`config.mk`:
```
export PLATFORM = sky130hd
export DESIGN_NAME = mul_neg_stack_core
export DESIGN_NICKNAME = d
export VERILOG_FILES = /design/src/hdl/insn_group_pkg.sv /design/src/hdl/mul_neg_stack_core.sv /design/src/hdl/operand_address.sv
export SDC_FILE = /design/constraint.sdc
export NUM_CORES = 1
export LEC_CHECK = 0
export ABC_AREA = 1
export BUFFER_PORTS_ARGS = -buffer_cell sky130_fd_sc_hd__buf_2
export CORE_MARGIN = 8
export CORE_UTILIZATION = 50
export CTS_CLUSTER_SIZE = 25
export DETAILED_ROUTE_END_ITERATION = 6
export PLACE_DENSITY = 0.67
export SYNTH_ARGS = -nofsm -noshare
export SYNTH_HDL_FRONTEND = slang
export SYNTH_SLANG_ARGS = --single-unit
export TNS_END_PERCENT = 30
```
`constraint.sdc`:
```
create_clock -name sys_clk -period 5.4 [get_ports sys_clk]
set_input_delay 1.08 -clock sys_clk [delete_from_list [all_inputs] [get_ports sys_clk]]
set_output_delay 1.08 -clock sys_clk [all_outputs]
set_load 0.01 [all_outputs]
```
`src/hdl/insn_group_pkg.sv`:
```
package insn_group_pkg;

  // ---------------------------------------------------------------
  // opcode patterns
  // ---------------------------------------------------------------
  localparam logic [15:0] OP_IDLE_ZERO     = 16'h0000;
  localparam logic [15:0] OP_POP           = 16'h0006;
  localparam logic [15:0] OP_PUSH          = 16'h0005;
  localparam logic [15:0] OP_SW_RESET      = 16'h00FF;
  localparam logic [6:0]  OP_MUL_TOP7      = 7'h01;
  localparam logic [6:0]  OP_NEG_TOP7      = 7'h36;
  localparam logic [4:0]  OP_REL_CALL_TOP5 = 5'h1B;
  localparam logic [3:0]  OP_IDLE_TOP4     = 4'hF;

  // ---------------------------------------------------------------
  // field positions and limits
  // ---------------------------------------------------------------
  localparam int          ACCESS_BIT     = 8;
  localparam logic [7:0]  INDEXED_MAX    = 8'h5F;
  localparam logic [7:0]  ACCESS_SPLIT   = 8'h60;
  localparam logic [3:0]  ACCESS_HI_BANK = 4'hF;

  // ---------------------------------------------------------------
  // flag positions in the status byte
  // ---------------------------------------------------------------
  localparam int FLAG_C     = 0;
  localparam int FLAG_DIGIT = 1;
  localparam int FLAG_Z     = 2;
  localparam int FLAG_OVF   = 3;
  localparam int FLAG_N     = 4;

  // ---------------------------------------------------------------
  // reset values and pc step
  // ---------------------------------------------------------------
  localparam logic [7:0]  RST_BYTE   = 8'h00;
  localparam logic [20:0] RST_PC     = 21'h000000;
  localparam logic [4:0]  RST_PTR    = 5'h00;
  localparam logic [20:0] PC_STEP    = 21'h000002;

  typedef enum logic [1:0] {
    ST_EXEC,
    ST_IDLE_CYCLE
  } exec_state_type;

endpackage : insn_group_pkg

```
`src/hdl/mul_neg_stack_core.sv`:
```
`timescale 1ns/1ps
// What this block does
// - multiply-by-file puts unsigned w times file in the product pair.
// - multiply-by-file leaves w, the file register and all flags alone.
// - access bit 0 picks the access bank, 1 picks the bank select bank.
// - access bit 0, extended set on and address to 5Fh use indexed mode.
// - negate-file writes the two's complement, updates five flags.
// - pop drops the top of the return stack in one cycle, no flags.
// - push puts pc plus two on the return stack in one cycle.
// - relative call pushes pc plus two, jumps by 2n, takes two cycles.
// - software reset returns registers and flags to reset values.
module mul_neg_stack_core
  import insn_group_pkg::*;
#(
  parameter int STACK_DEPTH = 31,
  parameter int PTR_W       = 5
)
(
  // clock and reset
  input  wire logic        sys_clk,
  input  wire logic        nrst,
  // instruction fetch
  input  wire logic [15:0] insn_word,
  input  wire logic        insn_valid,
  // configuration
  input  wire logic        ext_set_en,
  input  wire logic [3:0]  bank_select_register,
  input  wire logic [11:0] index_base,
  input  wire logic [7:0]  w_reg,
  // data memory
  output logic [11:0]      data_addr,
  input  wire logic [7:0]  data_rdata,
  output logic             data_we,
  output logic [7:0]       data_wdata,
  // state
  output logic [20:0]      pc_q,
  output logic [20:0]      top_of_return_stack,
  output logic [PTR_W-1:0] stack_ptr_q,
  output logic [7:0]       product_high_q,
  output logic [7:0]       product_low_q,
  output logic [7:0]       status_q,
  output logic             busy,
  output logic             soft_reset_pulse
);

  // ---------------------------------------------------------------
  // decode
  // ---------------------------------------------------------------
  logic is_mul;
  logic is_neg;
  logic is_pop;
  logic is_push;
  logic is_call;
  logic is_reset;
  logic is_nop;
  logic indexed_mode;
  exec_state_type state_q;
  exec_state_type state_d;

  always_comb
  begin
    is_mul   = insn_word[15:9] == OP_MUL_TOP7;
    is_neg   = insn_word[15:9] == OP_NEG_TOP7;
    is_pop   = insn_word == OP_POP;
    is_push  = insn_word == OP_PUSH;
    is_call  = insn_word[15:11] == OP_REL_CALL_TOP5;
    is_reset = insn_word == OP_SW_RESET;
    is_nop   = (insn_word == OP_IDLE_ZERO) ||
               (insn_word[15:12] == OP_IDLE_TOP4);
  end

  operand_address u_addr (
    .access_sel           (insn_word[ACCESS_BIT]),
    .file_addr            (insn_word[7:0]),
    .ext_set_en           (ext_set_en),
    .bank_select_register (bank_select_register),
    .index_base           (index_base),
    .data_addr            (data_addr),
    .indexed_mode         (indexed_mode)
  );

  // ---------------------------------------------------------------
  // arithmetic
  // ---------------------------------------------------------------
  function automatic logic [20:0] pc_next(input logic [20:0] pc);
    pc_next = pc + PC_STEP;
  endfunction : pc_next

  logic       exec;
  logic [7:0] neg_val;
  logic [8:0] neg_sum;
  logic [4:0] neg_low;
  logic [15:0] product;
  logic [20:0] call_target;

  always_comb
  begin
    exec      = insn_valid && (state_q == ST_EXEC);
    neg_sum   = {1'b0, ~data_rdata} + 9'h001;
    neg_val   = neg_sum[7:0];
    neg_low   = {1'b0, ~data_rdata[3:0]} + 5'h01;
    product   = {8'h00, w_reg} * {8'h00, data_rdata};
    call_target = pc_next(pc_q) +
                  {{9{insn_word[10]}}, insn_word[10:0], 1'b0};
    data_we    = exec && is_neg;
    data_wdata = neg_val;
  end

  // ---------------------------------------------------------------
  // return stack
  // ---------------------------------------------------------------
  logic [20:0]      stack_mem [STACK_DEPTH+1];
  logic [PTR_W-1:0] stack_ptr_d;
  logic             push_en;

  always_comb
  begin
    push_en     = exec && (is_push || is_call);
    stack_ptr_d = stack_ptr_q;
    if (exec && is_reset)
      stack_ptr_d = RST_PTR;
    else if (push_en)
      stack_ptr_d = stack_ptr_q + PTR_W'(1);
    else if (exec && is_pop)
      stack_ptr_d = stack_ptr_q - PTR_W'(1);
    top_of_return_stack = stack_mem[stack_ptr_q];
  end

  // push writes the new slot; pop leaves old contents, only pointer moves
  always_ff @(posedge sys_clk)
  begin
    if (push_en)
      stack_mem[stack_ptr_q + PTR_W'(1)] <= pc_next(pc_q);
  end

  // ---------------------------------------------------------------
  // core registers
  // ---------------------------------------------------------------
  logic [20:0] pc_d;
  logic [7:0]  product_high_d;
  logic [7:0]  product_low_d;
  logic [7:0]  status_d;

  always_comb
  begin
    state_d        = state_q;
    pc_d           = pc_q;
    product_high_d = product_high_q;
    product_low_d  = product_low_q;
    status_d       = status_q;
    case (state_q)
      ST_EXEC:
      begin
        if (insn_valid)
        begin
          pc_d = pc_next(pc_q);
          if (is_reset)
          begin
            pc_d           = RST_PC;
            product_high_d = RST_BYTE;
            product_low_d  = RST_BYTE;
            status_d       = RST_BYTE;
          end
          else if (is_mul)
          begin
            product_high_d = product[15:8];
            product_low_d  = product[7:0];
          end
          else if (is_neg)
          begin
            status_d[FLAG_C]  = neg_sum[8];
            status_d[FLAG_DIGIT] = neg_low[4];
            status_d[FLAG_Z]     = neg_val == 8'h00;
            status_d[FLAG_OVF]   = data_rdata == 8'h80;
            status_d[FLAG_N]  = neg_val[7];
          end
          else if (is_call)
          begin
            pc_d    = call_target;
            state_d = ST_IDLE_CYCLE;
          end
        end
      end
      ST_IDLE_CYCLE:
        state_d = ST_EXEC;
      default:
        state_d = ST_EXEC;
    endcase
  end

  always_ff @(posedge sys_clk)
  begin
    if (!nrst)
    begin
      state_q        <= ST_EXEC;
      pc_q           <= RST_PC;
      stack_ptr_q    <= RST_PTR;
      product_high_q <= RST_BYTE;
      product_low_q  <= RST_BYTE;
      status_q       <= RST_BYTE;
    end
    else
    begin
      state_q        <= state_d;
      pc_q           <= pc_d;
      stack_ptr_q    <= stack_ptr_d;
      product_high_q <= product_high_d;
      product_low_q  <= product_low_d;
      status_q       <= status_d;
    end
  end

  always_comb
  begin
    busy             = state_q == ST_IDLE_CYCLE;
    soft_reset_pulse = exec && is_reset;
  end

  // ---------------------------------------------------------------
  // checks
  // ---------------------------------------------------------------
  a_mul_product: assert property (@(posedge sys_clk) disable iff (!nrst)
    exec && is_mul |=> {product_high_q, product_low_q} ==
      16'($past(w_reg)) * 16'($past(data_rdata)))
    else $error("product pair wrong");
  a_mul_flags: assert property (@(posedge sys_clk) disable iff (!nrst)
    exec && is_mul |=> $stable(status_q) && !$past(data_we))
    else $error("multiply changed flags or file");
  a_bank_addr: assert property (@(posedge sys_clk) disable iff (!nrst)
    insn_word[ACCESS_BIT] |-> data_addr[11:8] ==
      bank_select_register)
    else $error("banked address wrong");
  a_indexed_sel: assert property (@(posedge sys_clk) disable iff (!nrst)
    !insn_word[ACCESS_BIT] && ext_set_en && insn_word[7:0] <= INDEXED_MAX
      |-> indexed_mode)
    else $error("indexed mode missed");
  a_neg_write: assert property (@(posedge sys_clk) disable iff (!nrst)
    exec && is_neg |-> data_we && (data_wdata + data_rdata == 8'h00)
      ##1 status_q[FLAG_Z] == ($past(data_rdata) == 8'h00))
    else $error("negate result wrong");
  a_pop_ptr: assert property (@(posedge sys_clk) disable iff (!nrst)
    exec && is_pop |=> stack_ptr_q == $past(stack_ptr_q) - PTR_W'(1)
      && $stable(status_q))
    else $error("pop pointer wrong");
  a_push_top: assert property (@(posedge sys_clk) disable iff (!nrst)
    exec && is_push |=> top_of_return_stack == $past(pc_q) + PC_STEP
      && !busy)
    else $error("push top wrong");
  a_call_two: assert property (@(posedge sys_clk) disable iff (!nrst)
    exec && is_call |=> busy ##1 !busy)
    else $error("call not two cycles");
  a_reset_pc: assert property (@(posedge sys_clk) disable iff (!nrst)
    exec && is_reset |=> pc_q == RST_PC && stack_ptr_q == RST_PTR)
    else $error("soft reset incomplete");
  a_nop_quiet: assert property (@(posedge sys_clk) disable iff (!nrst)
    exec && is_nop |=> $stable(status_q) && $stable(product_low_q)
      && $stable(stack_ptr_q))
    else $error("nop changed state");

endmodule : mul_neg_stack_core

```
`src/hdl/operand_address.sv`:
```
`timescale 1ns/1ps
module operand_address
  import insn_group_pkg::*;
(
  // operand fields
  input  wire logic        access_sel,
  input  wire logic [7:0]  file_addr,
  input  wire logic        ext_set_en,
  // banking state
  input  wire logic [3:0]  bank_select_register,
  input  wire logic [11:0] index_base,
  // resolved address
  output logic [11:0]      data_addr,
  output logic             indexed_mode
);

  always_comb
  begin
    indexed_mode = 1'b0;
    if (access_sel)
      data_addr = {bank_select_register, file_addr};
    else if (ext_set_en && (file_addr <= INDEXED_MAX))
    begin
      indexed_mode = 1'b1;
      data_addr    = index_base + {4'h0, file_addr};
    end
    else if (file_addr < ACCESS_SPLIT)
      data_addr = {4'h0, file_addr};
    else
      data_addr = {ACCESS_HI_BANK, file_addr};
  end

endmodule : operand_address

```
==> out/qor_table.md <==
| Parameter | Reported | Unit |
|:---|:---|:---|
| Status | complete, no violations | - |
| Total area of multi-input combinational cells | 0.0100 | mm^2 |
| Slew margin rel. | 0.267 | - |
| Post-detailed-route count of antenna-violating nets | 0 | - |
| Root Buffer Master | sky130_fd_sc_hd__clkbuf_16 | - |
| Primary flip-flop cell chosen by synthesis mapping | sky130_fd_sc_hd__edfxtp_1 | - |
| First-pass GRT wire length | 133 | mm |
| Post-CTS Hold Fix Bufs | 0 | - |
| Class of the most critical hold timing path | flip-flop to flip-flop | - |
| Startpoint-to-endpoint class of the critical path | flip-flop to output pin | - |
| Initial drt markers | 2,747 | - |
| Count of pins on the block boundary | 146 | - |
| Register bit count reported by yosys | 692 | - |
| DRT Pass-1 Iters | 5 | - |
| Data arrival at the endpoint of the critical path | 3650 | ps |
| Number of distinct library cell variants in the gate-level netlist after synthesis | 50 | - |
| Highest-delay cell along the critical path | sky130_fd_sc_hd__buf_4 | - |
| Final cell area excluding filler cells | 0.0357 | mm^2 |
| Total Die Area | 0.0717 | mm^2 |
| Portion of synthesized cell area occupied by the leading cell type | 0.606 | - |
| Placed wire-length estimate after detailed placement | 54.7 | mm |
| Smallest setup slack after layout | 669 | ps |
| Number of nets at the end of the flow | 3,097 | - |
| Startpoint of the worst-slack reg-to-reg timing path | pc_q[1] | - |
| Vias in the first global route | 22.3k | - |
| Detail-routed net length per standard cell | 23.0 | um |
| Chip Width | 268 | um |
| Total power divided by cell area | 319 | mW/mm^2 |
| Clock-pin slew on the worst setup and hold paths | 60 | ps |
| Peak supply drop | 236 | uV |
| Top Family by Delay on Critical Path | compound AO/OA/AOI/OAI gates | - |
| Worst-case register-to-register setup slack | 1330 | ps |
| Drt total wl | 88.1 | mm |
| Proportion of synthesized chip area in sequential cells | 0.639 | - |
| Worst setup slack after placement | 129 | ps |
| Leakage power of the design | 12.9 | nW |
| Total number of vias | 22.7k | - |
| Effective utilization at floorplan | 0.504 | - |
| Largest net degree at the start of global routing | 189 | - |
| Share of final-layout standard cells stronger than drive strength 1 | 0.138 | - |
| Share of flip-flops with an asynchronous set or reset | 0 | - |
| Placeable core area | 0.0629 | mm^2 |
| Max Root-Sink Buffers | 3 | - |
| Critical path peak fanout | 68 | - |
| Cell type with the highest aggregate area in the netlist | sky130_fd_sc_hd__edfxtp_1 | - |
| Utilization of the core after routing | 0.568 | - |
| Worst clock skew | 29.5 | ps |
| Clock tree from TritonCTS | done | - |
| Post-layout min period | 4730 | ps |
| Hold Path Sink | product_high_q[5] | - |
| Transition at the pin with the smallest max-transition slack | 1100 | ps |
| Number of inserted filler cells in the final layout | 5,226 | - |
| Grt ovf | 0 | - |
| Total clock buffers created by CTS | 69 | - |
| Register cell area after layout | 0.0203 | mm^2 |
| Total setup violations reported at the end of the flow | 0 | - |
| Crit end category | output pin | - |
| Total global routing track utilization | 0.242 | - |
| Final Cycle Share | 0.876 | - |
| Sum of buffers and inverters on the critical path | 2 | - |
| Cell types with the largest area share after synthesis | sky130_fd_sc_hd__edfxtp_1, sky130_fd_sc_hd__o21ai_0, sky130_fd_sc_hd__nor2_1 | - |
| Crit path cell chain | buf_4 -> o21ai_0 -> o221ai_1 -> a31oi_1 -> a32oi_1 -> buf_2 | - |
| Yosys warning count | 0 | - |
| Cell Rows | 92 | - |
| Count of clock tree sinks | 692 | - |
| Maximum capacitance violations | 0 | - |
| Total inserted antenna cells | 0 | - |
| Quantity of I/O buffers inserted on ports | 140 | - |
| Critical path required time | 4320 | ps |
| Sort of element at the start of the critical path | flip-flop | - |
| Synthesized netlist cell count | 2,803 | - |
| Height of the chip | 268 | um |
| Critical register-to-register path endpoint | pc_q[16] | - |
| Maximum cell stage delay along the critical path | 750 | ps |
| Clock latency of the later-clocked register in the worst-skew pair | 620 | ps |
| Placed instance area | 0.0335 | mm^2 |
| Number of levels the H-tree was split into | 3 | - |
| Launch point of the worst hold path | product_high_q[5] | - |
| Number of gates resized after cts | 0 | - |
| Hold path cells | 2 | - |
| Global placement routability congestion | 0.910 | - |
| Layout-stage area growth over the synthesis result | 12.7 | % |
| Setup repair after global routing missed its margin | false | - |
| Maximum frequency from static timing analysis | 0.211 | GHz |
| Number of cells on the worst reg-to-reg path | 17 | - |
| Number of pins exceeding their max-slew limit in the final report | 0 | - |
| Post-Syn Area per Cell | 11.3 | um^2 |
| Post-route DRC | 0 | - |
| Endpoints failing hold | 0 | - |
| Antenna violations before repair | 2 | - |
| Total negative slack for setup checks | 0 | ps |
| Postcts setup bufs | 0 | - |
| Post-synthesis cell area | 0.0317 | mm^2 |
| Via density per instance | 5.91 | - |
| Post-synth EDFFs | 640 | - |
==> layout make-up <==
type	instances	share of cell area
Clock buffer	90	0.0526
Clock inverter	35	0.00925
Inverter	208	0.0222
Multi-Input combinational cell	1739	0.280
Sequential cell	692	0.568
Tap cell	846	0.0296
Timing Repair Buffer	225	0.0389
==> where the power goes <==
group	leakage [nW]	internal (W)	switching, W
Sequential	5.81	0.00581	0.00000934
Combinational	5.98	0.000314	0.000565
Clock	1.08	0.00267	0.00201
Total	12.9	0.00879	0.00259
==> Yosys cell counts (all sizes together), types with 11 or more instances <==
cell      n
a21oi    97
a31oi    26
a32oi    16
buf      67
clkbuf  101
dfxtp    52
edfxtp  640
fa       38
ha       72
inv     207
nand2   277
nand3   112
nand4    11
nor2    453
nor3     14
o21ai   382
o221ai  124
o22ai    39
xor2     30
==> cells in the final DEF (no fill, tap or decap), types with 26 or more instances in the layout <==
cell type / synthesis / layout
sky130_fd_sc_hd__dfxtp_1: 52 / 49
sky130_fd_sc_hd__o21ai_0: 366 / 366
sky130_fd_sc_hd__buf_2: 39 / 140
sky130_fd_sc_hd__nand2_1: 263 / 263
sky130_fd_sc_hd__xor2_1: 30 / 26
sky130_fd_sc_hd__clkbuf_16: 0 / 71
sky130_fd_sc_hd__nand3_1: 109 / 109
sky130_fd_sc_hd__o221ai_1: 124 / 124
sky130_fd_sc_hd__ha_1: 72 / 72
sky130_fd_sc_hd__o22ai_1: 39 / 39
sky130_fd_sc_hd__nor2_2: 3 / 36
sky130_fd_sc_hd__a21oi_1: 95 / 95
sky130_fd_sc_hd__edfxtp_1: 640 / 640
sky130_fd_sc_hd__buf_4: 20 / 81
sky130_fd_sc_hd__inv_1: 198 / 197
sky130_fd_sc_hd__nor2_1: 447 / 414
sky130_fd_sc_hd__a31oi_1: 26 / 26
sky130_fd_sc_hd__fa_1: 38 / 38
==> flip-flops by register name, indices dropped and copies added (netlist names), named ones only <==
register,count
pc_q,20
product_high_q,8
product_low_q,8
stack_mem,640
stack_ptr_q,5
state_q,1
status_q,5
==> stage by stage <==
stage | cells | hold WS (ps) | total power, W
CTS | 3835 | 465 | 0.0114
global placement | 3710 | 449 | 0.00678
global route | 3835 | 496 | 0.0118
finish | 3835 | 463 | 0.0114
floorplan | 2807 | 483 | 0.00658
detailed placement | 3710 | 456 | 0.00680
==> kinds of logic after synthesis <==
group                      count (synthesis)  share of synthesized area
other                                      1                   0.000118
adders and majority gates                110                     0.0524
xor gates and xnor gates                  38                     0.0105
AOI/OAI and AO/OA                        704                      0.132
DFF                                      692                      0.639
buffers and inverters                    376                     0.0501
and+or+nand+nor                          882                      0.115
==> worst reg2reg max path: stages, from the launching register on <==
cell	delay, ps
sky130_fd_sc_hd__dfxtp_1	400
sky130_fd_sc_hd__inv_1	500
sky130_fd_sc_hd__nor2_2	460
sky130_fd_sc_hd__inv_1	190
sky130_fd_sc_hd__nor2_1	240
sky130_fd_sc_hd__nand2_1	130
sky130_fd_sc_hd__xnor2_2	150
sky130_fd_sc_hd__buf_4	240
sky130_fd_sc_hd__ha_1	400
sky130_fd_sc_hd__nand2_1	100
sky130_fd_sc_hd__nor2_1	170
sky130_fd_sc_hd__nand2_1	70
sky130_fd_sc_hd__o211ai_1	290
sky130_fd_sc_hd__nand2_1	150
sky130_fd_sc_hd__nand3_1	90
sky130_fd_sc_hd__nand2_1	60
sky130_fd_sc_hd__o21ai_1	210
sky130_fd_sc_hd__a21oi_1	90
==> how the worst max path moves through the flow <==
stage,end,slack [ps],depth (start not counted)
floorplan,product_high_q[4],360,17
global placement,product_high_q[5],180,18
detailed placement,product_high_q[7],130,18
CTS,top_of_return_stack[9],700,8
global route,product_high_q[7],520,18
finish,top_of_return_stack[2],670,6
==> per-layer routing <==
| metal | GRT usage | routed length (um) |
|---|---|---|
| met2 | 0.391 | 41100 |
| met3 | 0.0541 | 8260 |
| met5 | 0 | 0 |
| met4 | 0.0851 | 2900 |
| met1 | 0.322 | 35700 |
(Power assumes the default switching activity.)
